`src/rtl/awt_pkg.sv`:
```
// Purpose: Shared constants and types for the converter wrap and trigger select block.
// Assumes: 32-bit AHB-Lite data, one register per aligned word.
// Notes: Register byte address is four times the register index.
package awt_pkg;

    localparam int unsigned NUM_CHAN = 16;
    localparam int unsigned NUM_DED = 4;
    localparam int unsigned CHAN_W = 4;

    localparam logic [29:0] IDX_WRAP = 30'h0;
    localparam logic [29:0] IDX_TRIG = 30'h1;
    localparam logic [31:0] ADDR_WRAP = {IDX_WRAP, 2'b00};
    localparam logic [31:0] ADDR_TRIG = {IDX_TRIG, 2'b00};

    localparam int unsigned WRAP_LSB = 0;
    localparam int unsigned CHAN_LSB = 0;
    localparam int unsigned SEL_BIT = 7;

    localparam logic [3:0] WRAP_RST = 4'hF;
    localparam logic [3:0] CHAN_RST = 4'h0;
    localparam logic SEL_RST = 1'b0;
    localparam logic [3:0] CHAN_ZERO = 4'h0;

    localparam logic [1:0] HTRANS_NONSEQ = 2'h2;

    typedef struct packed {
        logic sel;
        logic [CHAN_W-1:0] chan;
        logic [CHAN_W-1:0] wrap;
    } awt_cfg_s;

    typedef enum logic [1:0] {
        BUS_IDLE = 2'b00,
        BUS_WRITE = 2'b01,
        BUS_READ = 2'b11
    } awt_bus_e;

endpackage

```
`src/rtl/awt_chan_seq.sv`:
```
// Purpose: Channel counter of the multi-channel sequencer with wrap to channel 0.
// Assumes: Start and conversion-done pulses come from logic on the same clock.
// Notes: A wrap field of zero keeps the counter on channel 0 once it gets there; a nonzero start_chan counts up through 15 first.
`timescale 1ns/1ps
module awt_chan_seq
    import awt_pkg::*;
(
    input wire logic clk,
    input wire logic rstn,
    input wire logic seq_start,
    input wire logic [CHAN_W-1:0] start_chan,
    input wire logic conv_done,
    input wire logic multi_channel_mode,
    input wire logic [CHAN_W-1:0] wrap_field,
    output logic [CHAN_W-1:0] cur_chan
);

    always_ff @(posedge clk or negedge rstn) begin
        if (!rstn) begin
            cur_chan <= CHAN_ZERO;
        end else if (seq_start) begin
            cur_chan <= start_chan;
        end else if (conv_done && multi_channel_mode) begin
            if (cur_chan == wrap_field) begin
                cur_chan <= CHAN_ZERO;
            end else begin
                cur_chan <= CHAN_W'(cur_chan + 4'h1);
            end
        end
    end

    property p_wrap_to_zero;
        @(posedge clk) disable iff (!rstn)
        (conv_done && multi_channel_mode && !seq_start && cur_chan == wrap_field)
            |=> (cur_chan == CHAN_ZERO);
    endproperty
    a_wrap_to_zero: assert property (p_wrap_to_zero)
        else $error("No wrap to channel 0.");

    property p_step_up;
        @(posedge clk) disable iff (!rstn)
        (conv_done && multi_channel_mode && !seq_start && cur_chan != wrap_field)
            |=> (cur_chan == CHAN_W'($past(cur_chan) + 4'h1));
    endproperty
    a_step_up: assert property (p_step_up) else $error("Channel did not advance.");

    property p_wrap_seen;
        @(posedge clk) disable iff (!rstn)
        conv_done && multi_channel_mode && cur_chan == wrap_field && cur_chan != CHAN_ZERO;
    endproperty
    c_wrap_seen: cover property (p_wrap_seen);

endmodule // awt_chan_seq

```
`src/rtl/awt_top.sv`:
```
// Purpose: Wrap channel and trigger source configuration of a converter sequencer.
// Assumes: One AHB-Lite slave; hready is this slave's hreadyout.
// Notes: Zero wait states; read data come from a register.
`timescale 1ns/1ps
module awt_top
    import awt_pkg::*;
#(
    parameter bit HAS_DED_TRIG = 1'b1
) (
    input wire logic hclk,
    input wire logic hresetn,
    input wire logic hsel,
    input wire logic [31:0] haddr,
    input wire logic [1:0] htrans,
    input wire logic hwrite,
    input wire logic [2:0] hsize,
    input wire logic [31:0] hwdata,
    input wire logic hready,
    output logic [31:0] hrdata,
    output logic hreadyout,
    output logic hresp,
    input wire logic multi_channel_mode,
    input wire logic ext_trigger_enable,
    input wire logic seq_start,
    input wire logic [CHAN_W-1:0] start_chan,
    input wire logic conv_done,
    input wire logic [NUM_CHAN-1:0] an_pins,
    input wire logic [NUM_DED-1:0] dedicated_trigger_inputs,
    output logic seq_abort,
    output logic [CHAN_W-1:0] cur_chan,
    output logic trig_level,
    output logic [NUM_CHAN-1:0] dig_in_enable
);

    awt_bus_e bus_state;
    awt_bus_e next_bus_state;
    logic [31:0] addr_q;
    awt_cfg_s cfg;
    awt_cfg_s next_cfg;
    logic take;
    logic wr_hit;
    logic [31:0] rd_value;

    // Only whole-word single transfers are expected, so hsize is not decoded.
    assign take = hsel && hready && (htrans == HTRANS_NONSEQ);
    assign wr_hit = (bus_state == BUS_WRITE) && (addr_q == ADDR_WRAP || addr_q == ADDR_TRIG);

    always_comb begin
        next_bus_state = bus_state;
        if (hready) begin
            if (take) begin
                next_bus_state = hwrite ? BUS_WRITE : BUS_READ;
            end else begin
                next_bus_state = BUS_IDLE;
            end
        end
    end

    always_ff @(posedge hclk or negedge hresetn) begin
        if (!hresetn) begin
            bus_state <= BUS_IDLE;
            addr_q <= 32'h0000_0000;
        end else begin
            bus_state <= next_bus_state;
            if (take) begin
                addr_q <= haddr;
            end
        end
    end

    // Writes are taken whatever the converter is doing.
    always_comb begin
        next_cfg = cfg;
        if (bus_state == BUS_WRITE && addr_q == ADDR_WRAP) begin
            next_cfg.wrap = hwdata[WRAP_LSB +: CHAN_W];
        end
        if (bus_state == BUS_WRITE && addr_q == ADDR_TRIG) begin
            next_cfg.sel = hwdata[SEL_BIT];
            next_cfg.chan = hwdata[CHAN_LSB +: CHAN_W];
        end
    end

    always_ff @(posedge hclk or negedge hresetn) begin
        if (!hresetn) begin
            cfg.wrap <= WRAP_RST;
            cfg.sel <= SEL_RST;
            cfg.chan <= CHAN_RST;
        end else begin
            cfg <= next_cfg;
        end
    end

    // Reading from next_cfg forwards a write still in its data phase.
    always_comb begin
        rd_value = 32'h0000_0000;
        if (haddr == ADDR_WRAP) begin
            rd_value[WRAP_LSB +: CHAN_W] = next_cfg.wrap;
        end else if (haddr == ADDR_TRIG) begin
            rd_value[SEL_BIT] = next_cfg.sel;
            rd_value[CHAN_LSB +: CHAN_W] = next_cfg.chan;
        end
    end

    always_ff @(posedge hclk or negedge hresetn) begin
        if (!hresetn) begin
            hrdata <= 32'h0000_0000;
        end else if (take && !hwrite) begin
            hrdata <= rd_value;
        end else if (hready) begin
            hrdata <= 32'h0000_0000;
        end
    end

    // The slave never stretches a transfer and never reports an error.
    always_ff @(posedge hclk or negedge hresetn) begin
        if (!hresetn) begin
            hreadyout <= 1'b1;
            hresp <= 1'b0;
        end else begin
            hreadyout <= 1'b1;
            hresp <= 1'b0;
        end
    end

    // The abort is a single pulse; this block has no way to start a sequence.
    always_ff @(posedge hclk or negedge hresetn) begin
        if (!hresetn) begin
            seq_abort <= 1'b0;
        end else begin
            seq_abort <= wr_hit;
        end
    end

    // A reserved wrap code of zero pins the counter at channel 0 once it reaches it; a start above 0 counts up through 15 first.
    awt_chan_seq u_chan_seq (
        .clk(hclk),
        .rstn(hresetn),
        .seq_start(seq_start),
        .start_chan(start_chan),
        .conv_done(conv_done),
        .multi_channel_mode(multi_channel_mode),
        .wrap_field(cfg.wrap),
        .cur_chan(cur_chan)
    );

    awt_trig_sel #(
        .HAS_DED_TRIG(HAS_DED_TRIG)
    ) u_trig_sel (
        .clk(hclk),
        .rstn(hresetn),
        .an_pins(an_pins),
        .dedicated_trigger_inputs(dedicated_trigger_inputs),
        .ext_trigger_enable(ext_trigger_enable),
        .cfg(cfg),
        .trig_level(trig_level),
        .dig_in_enable(dig_in_enable)
    );

    property p_abort_on_write;
        @(posedge hclk) disable iff (!hresetn)
        wr_hit |=> seq_abort;
    endproperty
    a_abort_on_write: assert property (p_abort_on_write)
        else $error("Write did not abort.");

    property p_abort_only_write;
        @(posedge hclk) disable iff (!hresetn)
        seq_abort |-> $past(bus_state) == BUS_WRITE;
    endproperty
    a_abort_only_write: assert property (p_abort_only_write)
        else $error("Stray abort.");

    property p_abort_pulse;
        @(posedge hclk) disable iff (!hresetn)
        (seq_abort && bus_state != BUS_WRITE) |=> !seq_abort;
    endproperty
    a_abort_pulse: assert property (p_abort_pulse)
        else $error("Abort held too long.");

    property p_wrap_read_upper;
        @(posedge hclk) disable iff (!hresetn)
        (bus_state == BUS_READ && addr_q == ADDR_WRAP) |-> (hrdata[31:CHAN_W] == '0);
    endproperty
    a_wrap_read_upper: assert property (p_wrap_read_upper)
        else $error("Wrap upper bits set.");

    property p_wrap_read_value;
        @(posedge hclk) disable iff (!hresetn)
        (take && !hwrite && haddr == ADDR_WRAP && bus_state != BUS_WRITE)
            |=> (hrdata[CHAN_W-1:0] == cfg.wrap);
    endproperty
    a_wrap_read_value: assert property (p_wrap_read_value)
        else $error("Wrap readback wrong.");

    property p_wrap_write;
        @(posedge hclk) disable iff (!hresetn)
        (bus_state == BUS_WRITE && addr_q == ADDR_WRAP)
            |=> (cfg.wrap == $past(hwdata[CHAN_W-1:0]));
    endproperty
    a_wrap_write: assert property (p_wrap_write)
        else $error("Wrap write lost.");

    property p_trig_write;
        @(posedge hclk) disable iff (!hresetn)
        (bus_state == BUS_WRITE && addr_q == ADDR_TRIG)
            |=> (cfg.sel == $past(hwdata[SEL_BIT]) && cfg.chan == $past(hwdata[CHAN_W-1:0]));
    endproperty
    a_trig_write: assert property (p_trig_write)
        else $error("Trigger write lost.");

    property p_trig_readback;
        @(posedge hclk) disable iff (!hresetn)
        (bus_state == BUS_WRITE && addr_q == ADDR_TRIG) ##1
            (take && !hwrite && haddr == ADDR_TRIG && bus_state != BUS_WRITE)
            |=> (hrdata[SEL_BIT] == cfg.sel && hrdata[6:CHAN_W] == '0);
    endproperty
    a_trig_readback: assert property (p_trig_readback)
        else $error("Trigger readback wrong.");

    property p_forward;
        @(posedge hclk) disable iff (!hresetn)
        (bus_state == BUS_WRITE && addr_q == ADDR_WRAP && take && !hwrite && haddr == ADDR_WRAP)
            |=> (hrdata[CHAN_W-1:0] == $past(hwdata[CHAN_W-1:0]));
    endproperty
    a_forward: assert property (p_forward)
        else $error("Read after write stale.");

    property p_okay;
        @(posedge hclk) disable iff (!hresetn)
        take |=> (hreadyout && !hresp) [*2];
    endproperty
    a_okay: assert property (p_okay)
        else $error("Slave not ready or error.");

    // Reads must leave both the configuration and the sequencer alone.
    property p_hrdata_idle;
        @(posedge hclk) disable iff (!hresetn)
        (bus_state != BUS_READ) |-> (hrdata == 32'h0000_0000);
    endproperty
    a_hrdata_idle: assert property (p_hrdata_idle)
        else $error("Read data outside a read.");

    property p_trig_read_value;
        @(posedge hclk) disable iff (!hresetn)
        (take && !hwrite && haddr == ADDR_TRIG && bus_state != BUS_WRITE)
            |=> (hrdata == {24'h00_0000, cfg.sel, 3'h0, cfg.chan});
    endproperty
    a_trig_read_value: assert property (p_trig_read_value)
        else $error("Trigger read value wrong.");

    property p_unmapped_read;
        @(posedge hclk) disable iff (!hresetn)
        (take && !hwrite && haddr != ADDR_WRAP && haddr != ADDR_TRIG)
            |=> (hrdata == 32'h0000_0000);
    endproperty
    a_unmapped_read: assert property (p_unmapped_read)
        else $error("Unmapped read not zero.");

    property p_cfg_hold;
        @(posedge hclk) disable iff (!hresetn)
        (bus_state != BUS_WRITE) |=> $stable(cfg);
    endproperty
    a_cfg_hold: assert property (p_cfg_hold)
        else $error("Config changed without a write.");

    property p_no_abort_unmapped;
        @(posedge hclk) disable iff (!hresetn)
        (bus_state == BUS_WRITE && !wr_hit) |=> !seq_abort;
    endproperty
    a_no_abort_unmapped: assert property (p_no_abort_unmapped)
        else $error("Unmapped write aborted.");

    property p_no_abort_read;
        @(posedge hclk) disable iff (!hresetn)
        (bus_state == BUS_READ) |=> !seq_abort;
    endproperty
    a_no_abort_read: assert property (p_no_abort_read)
        else $error("Read aborted the sequence.");

    property p_unmapped_write_seen;
        @(posedge hclk) disable iff (!hresetn)
        (bus_state == BUS_WRITE) && !wr_hit;
    endproperty
    c_unmapped_write_seen: cover property (p_unmapped_write_seen);

    property p_write_abort_seen;
        @(posedge hclk) disable iff (!hresetn)
        wr_hit ##1 seq_abort;
    endproperty
    c_write_abort_seen: cover property (p_write_abort_seen);

    property p_read_after_write;
        @(posedge hclk) disable iff (!hresetn)
        (bus_state == BUS_WRITE) && take && !hwrite;
    endproperty
    c_read_after_write: cover property (p_read_after_write);

endmodule // awt_top

```
`src/rtl/awt_trig_sel.sv`:
```
// Purpose: Synchronises trigger pins and picks the external trigger source.
// Assumes: Analog channel digital levels and dedicated inputs are asynchronous pins.
// Notes: Reserved dedicated codes give a trigger level of zero.
`timescale 1ns/1ps
module awt_trig_sel
    import awt_pkg::*;
#(
    parameter bit HAS_DED_TRIG = 1'b1
) (
    input wire logic clk,
    input wire logic rstn,
    input wire logic [NUM_CHAN-1:0] an_pins,
    input wire logic [NUM_DED-1:0] dedicated_trigger_inputs,
    input wire logic ext_trigger_enable,
    input wire awt_cfg_s cfg,
    output logic trig_level,
    output logic [NUM_CHAN-1:0] dig_in_enable
);

    localparam int unsigned NPIN = NUM_CHAN + NUM_DED;

    logic [NPIN-1:0] pin_q1;
    logic [NPIN-1:0] pin_q2;
    logic ded_use;
    logic ded_legal;
    logic an_pick;
    logic ded_pick;

    // Each pin passes two flops before the mux sees it.
    for (genvar i = 0; i < NPIN; i++) begin : g_sync
        always_ff @(posedge clk or negedge rstn) begin
            if (!rstn) begin
                pin_q1[i] <= 1'b0;
                pin_q2[i] <= 1'b0;
            end else begin
                pin_q1[i] <= (i < NUM_CHAN) ? an_pins[i % NUM_CHAN]
                        : dedicated_trigger_inputs[i % NUM_DED];
                pin_q2[i] <= pin_q1[i];
            end
        end
    end

    assign ded_use = HAS_DED_TRIG && cfg.sel;
    assign ded_legal = (cfg.chan[3:2] == 2'b00);
    assign an_pick = pin_q2[cfg.chan];
    assign ded_pick = pin_q2[NUM_CHAN + int'(cfg.chan[1:0])];

    always_ff @(posedge clk or negedge rstn) begin
        if (!rstn) begin
            trig_level <= 1'b0;
            dig_in_enable <= '0;
        end else if (!ext_trigger_enable) begin
            trig_level <= 1'b0;
            dig_in_enable <= '0;
        end else if (ded_use) begin
            trig_level <= ded_legal && ded_pick;
            dig_in_enable <= '0;
        end else begin
            trig_level <= an_pick;
            dig_in_enable <= NUM_CHAN'(1) << cfg.chan;
        end
    end

    property p_analog_pick;
        @(posedge clk) disable iff (!rstn)
        (ext_trigger_enable && !ded_use) |=> (trig_level == $past(an_pick));
    endproperty
    a_analog_pick: assert property (p_analog_pick) else $error("Wrong analog trigger.");

    property p_ded_pick;
        @(posedge clk) disable iff (!rstn)
        (ext_trigger_enable && ded_use && ded_legal) |=> (trig_level == $past(ded_pick));
    endproperty
    a_ded_pick: assert property (p_ded_pick) else $error("Wrong dedicated trigger.");

    property p_sel_ignored;
        @(posedge clk) disable iff (!rstn)
        (ext_trigger_enable && cfg.sel && !HAS_DED_TRIG) |=> (trig_level == $past(an_pick));
    endproperty
    a_sel_ignored: assert property (p_sel_ignored)
        else $error("Select bit not ignored.");

    property p_disabled;
        @(posedge clk) disable iff (!rstn)
        !ext_trigger_enable |=> (trig_level == 1'b0 && dig_in_enable == '0);
    endproperty
    a_disabled: assert property (p_disabled) else $error("Trigger active while off.");

    property p_buf_enable;
        @(posedge clk) disable iff (!rstn)
        (ext_trigger_enable && !ded_use)
            |=> ($onehot(dig_in_enable) && dig_in_enable[$past(cfg.chan)]);
    endproperty
    a_buf_enable: assert property (p_buf_enable)
        else $error("Wrong input buffer enabled.");

    property p_ded_seen;
        @(posedge clk) disable iff (!rstn)
        ext_trigger_enable && ded_use && ded_legal;
    endproperty
    c_ded_seen: cover property (p_ded_seen);

endmodule // awt_trig_sel

```
`config.mk`:
```
export PLATFORM = sky130hd
export DESIGN_NAME = awt_top
export DESIGN_NICKNAME = d
export VERILOG_FILES = /design/src/rtl/awt_pkg.sv /design/src/rtl/awt_chan_seq.sv /design/src/rtl/awt_top.sv /design/src/rtl/awt_trig_sel.sv
export SDC_FILE = /design/constraint.sdc
export NUM_CORES = 1
export LEC_CHECK = 0
export BUFFER_PORTS_ARGS = -buffer_cell sky130_fd_sc_hd__buf_4
export CORE_AREA = 2 2 137 99
export CTS_CLUSTER_SIZE = 12
export DETAILED_ROUTE_END_ITERATION = 16
export DIE_AREA = 0 0 139 101
export PLACE_DENSITY = 0.62
export SETUP_SLACK_MARGIN = 0.4
export SYNTH_ARGS = -nofsm -noshare
export SYNTH_HDL_FRONTEND = slang
export SYNTH_SLANG_ARGS = --single-unit
```
`constraint.sdc`:
```
create_clock -name hclk -period 5.63 [get_ports hclk]
set_input_delay 0.563 -clock hclk [delete_from_list [all_inputs] [get_ports hclk]]
set_output_delay 0.563 -clock hclk [all_outputs]
set_load 0.01 [all_outputs]
```
==> impl_metrics.env <==
export IMPL_status="complete, no violations"
export IMPL_drv_slew=0
export IMPL_fin_crit_ns=2.52
export IMPL_synth_flop_cell="dfrtp_1"
export IMPL_power_frac_comb_pct=10.9
export IMPL_antennaDiodeCount=0
export IMPL_clk_pin_slew_ns=0.07
export IMPL_synthToLayoutAreaGrowth_pct=25.3
export IMPL_setup_worst_path_start_class="flop"
export IMPL_drt_pass1_iterations=4
export IMPL_required_ns=5.84
export IMPL_dieArea_um2=14000
export IMPL_syn_area_per_cell_um2=13.3
export IMPL_syn_inst=331
export IMPL_power_switching_uw=424
export IMPL_yosysWarnings=0
export IMPL_worst_slew_pin_slew_ns=0.688
export IMPL_fillers=1199
export IMPL_yosysTopAreaCell="dfrtp_1"
export IMPL_place_hpwl_um=6460
export IMPL_core_um2=12800
export IMPL_avgRoutedWirePerCell_um=14.6
export IMPL_p_total_mw=1.77
export IMPL_synth_mux_area_fraction_pct=13.2
export IMPL_cts_tree="built"
export IMPL_rsz0062_at_grt="no"
export IMPL_synth_top_area_share_pct=60.5
export IMPL_setup_violations=0
export IMPL_hold_ws_ns=0.255
export IMPL_htree_num_levels=3
export IMPL_post_cts_setup_buffers=0
export IMPL_synth_top_cells_by_area="dfrtp_1 60%, mux2_2 8.7%, buf_4 5.0%"
export IMPL_drive_above_1_share_pct=38.4
export IMPL_port_buffers=98
export IMPL_rows=35
export IMPL_die_y_um=101
export IMPL_finalSetupTns_ns=0
export IMPL_die_w_um=139
export IMPL_drt_iter0_drc=97
export IMPL_detail_route_antenna_nets=0
export IMPL_peakVddDrop_v=0.000196
export IMPL_clk_latency_ns=0.34
export IMPL_gp_congestion=0.769
export IMPL_clock_power_share_pct=37.1
export IMPL_clockRootBuffer="clkbuf_16"
export IMPL_cts_max_path_buffers=2
export IMPL_grt_max_degree=57
export IMPL_switching_share_pct=24.0
export IMPL_routed_via_count=2740
export IMPL_finalHoldViolCount=0
export IMPL_fin_ws_ns=3.11
export IMPL_synth_seq_cells=110
export IMPL_start_util_pct=34.3
export IMPL_grt_ovfl_total=0
export IMPL_pre_cts_ws_ns=3.07
export IMPL_finClkSkew_ns=0.0117
export IMPL_pin_count=158
export IMPL_cts_resized=0
export IMPL_grt_antenna_before_repair=0
export IMPL_netlist_area_um2=4390
export IMPL_cts_buffers=9
export IMPL_p_seq_share_pct=52.0
export IMPL_cp_arrival_ns=2.73
export IMPL_crit_type="reg -> reg"
export IMPL_ys_async_sr_fraction_pct=100
export IMPL_ys_seq_area_share_pct=62.8
export IMPL_grt_pass1_vias=2770
export IMPL_max_freq_ghz=0.397
export IMPL_synth_cell_type_count=41
export IMPL_power_density_nw_per_um2=322
export IMPL_slew_headroom_pct=54.1
export IMPL_drc_errors=0
export IMPL_power_leakage_nw=2.58
export IMPL_grt_use_total_pct=13.1
export IMPL_layout_nets=533
export IMPL_synth_edf_count=0
export IMPL_p_int_mw=1.34
export IMPL_cts_sinks=110
export IMPL_synth_top_family_by_area="multiplexers"
export IMPL_end_kind="flop"
export IMPL_finalCritPeriodShare_pct=44.7
export IMPL_synth_simple_area_share_pct=12.2
export IMPL_hold_buffers=0
export IMPL_path_max_fanout=11
export IMPL_min_path_type="in -> async"
export IMPL_synth_compound_area_share_pct=3.51
export IMPL_maxCapViolations=0
export IMPL_synthXorXnorAreaFrac_pct=0.998
export IMPL_synth_fa_ha_area_share_pct=0.285
export IMPL_grt_pass1_wl_um=14300
export IMPL_routed_wl_um=8760
export IMPL_vias_per_cell=4.56
==> synth_stat cells, drive strengths merged (6+ instances only) <==
cell type  number
nor3            8
dfrtp         106
mux2i           6
buf            31
clkbuf          8
nor4           25
o21ai          10
nand2          18
mux2           36
nor2           15
nand3           8
inv             8
==> metrics by stage <==
stage | utilization [%] | std cells | instance area (um2)
6_report | 43.0 | 601 | 5500
4_1_cts | 43.0 | 601 | 5500
5_1_grt | 43.0 | 601 | 5500
3_3_place_gp | 40.5 | 585 | 5180
2_1_floorplan | - | 358 | 4490
3_5_place_dp | 40.5 | 585 | 5180
==> cell type report <==
class | count | area [um2] | share of cell area [%]
Sequential cell | 110 | 2760 | 50.2
Multi-Input combinational cell | 200 | 1430 | 26.1
Inverter | 9 | 33.8 | 0.614
Clock buffer | 10 | 239 | 4.35
Timing Repair Buffer | 100 | 751 | 13.7
Tap cell | 166 | 208 | 3.78
Clock inverter | 6 | 75.1 | 1.37
==> worst max-delay path: stages (launching register included) <==
cell	delay (ns)
dfrtp_1	0.39
nor4_1	0.32
nand4_1	0.47
or4_1	0.87
mux2i_1	0.23
nand3_1	0.10
==> metal layers <==
metal	global-route usage (%)	routed length (um)
met1	18.8	4470
met2	19.2	3750
met3	3.94	459
met4	3.57	72
met5	0	0
==> sequential cells by signal, indices dropped and copies added (netlist names) <==
signal and count:
bus_state 2, u_trig_sel.trig_level 1, u_trig_sel.dig_in_enable 16, cfg 9
u_trig_sel.pin_q1 20, u_chan_seq.cur_chan 4, seq_abort 1, addr_q 32
hrdata 5, u_trig_sel.pin_q2 20
==> cells by family (layout without fill, tap and decap cells) <==
kind of cell / count (synthesis) / count (layout)
mux: 47 / 47
other cells: 2 / 29
simple gates: 95 / 95
flops: 110 / 110
buf+inv: 48 / 125
xor+xnor: 5 / 5
compound gates: 23 / 23
fa+ha+maj: 1 / 1
==> power by group through the flow <==
stage	clock [mW]	combinational, mW	sequential, mW
after CTS	0.674	0.195	0.920
final	0.656	0.192	0.920
after global routing	0.711	0.214	0.932
after floorplan	0	0.123	0.920
after detailed placement	0	0.195	0.936
after global placement	0	0.189	0.932
==> layout by cell type (no fill, tap or decap), types with 2 or more instances in the layout <==
cell         n
dfrtp_1    106
buf_4      100
mux2_2      34
conb_1      29
nor4_1      24
nand2_1     17
nor2_1      15
o21ai_0     10
clkbuf_16    9
nor3_1       8
nand3_1      8
inv_1        8
mux2i_1      6
o31a_1       5
mux4_2       5
or2_2        4
xnor2_1      4
dfstp_2      4
nand2b_1     3
or4_1        3
a22oi_1      3
nand4b_1     2
or3_1        2
nor4b_1      2
mux2_1       2
a21oi_1      2
inv_6        2
==> final timing paths <==
kind,endpoint,cells after the start,startpoint,slack (ns)
worst max-delay path,hrdata[3],5,addr_q[5],3.11
worst min-delay path,addr_q[28],1,hresetn,0.26
worst max register to register,hrdata[3],5,addr_q[5],3.11
worst min register to register,u_trig_sel.pin_q2[7],0,u_trig_sel.pin_q1[7],0.35
max in group asynchronous,u_trig_sel.dig_in_enable[4],2,hresetn,4.22
min in group hclk,u_trig_sel.pin_q1[1],1,an_pins[1],0.32
No activity file was read; power rests on OpenSTA's default activity.
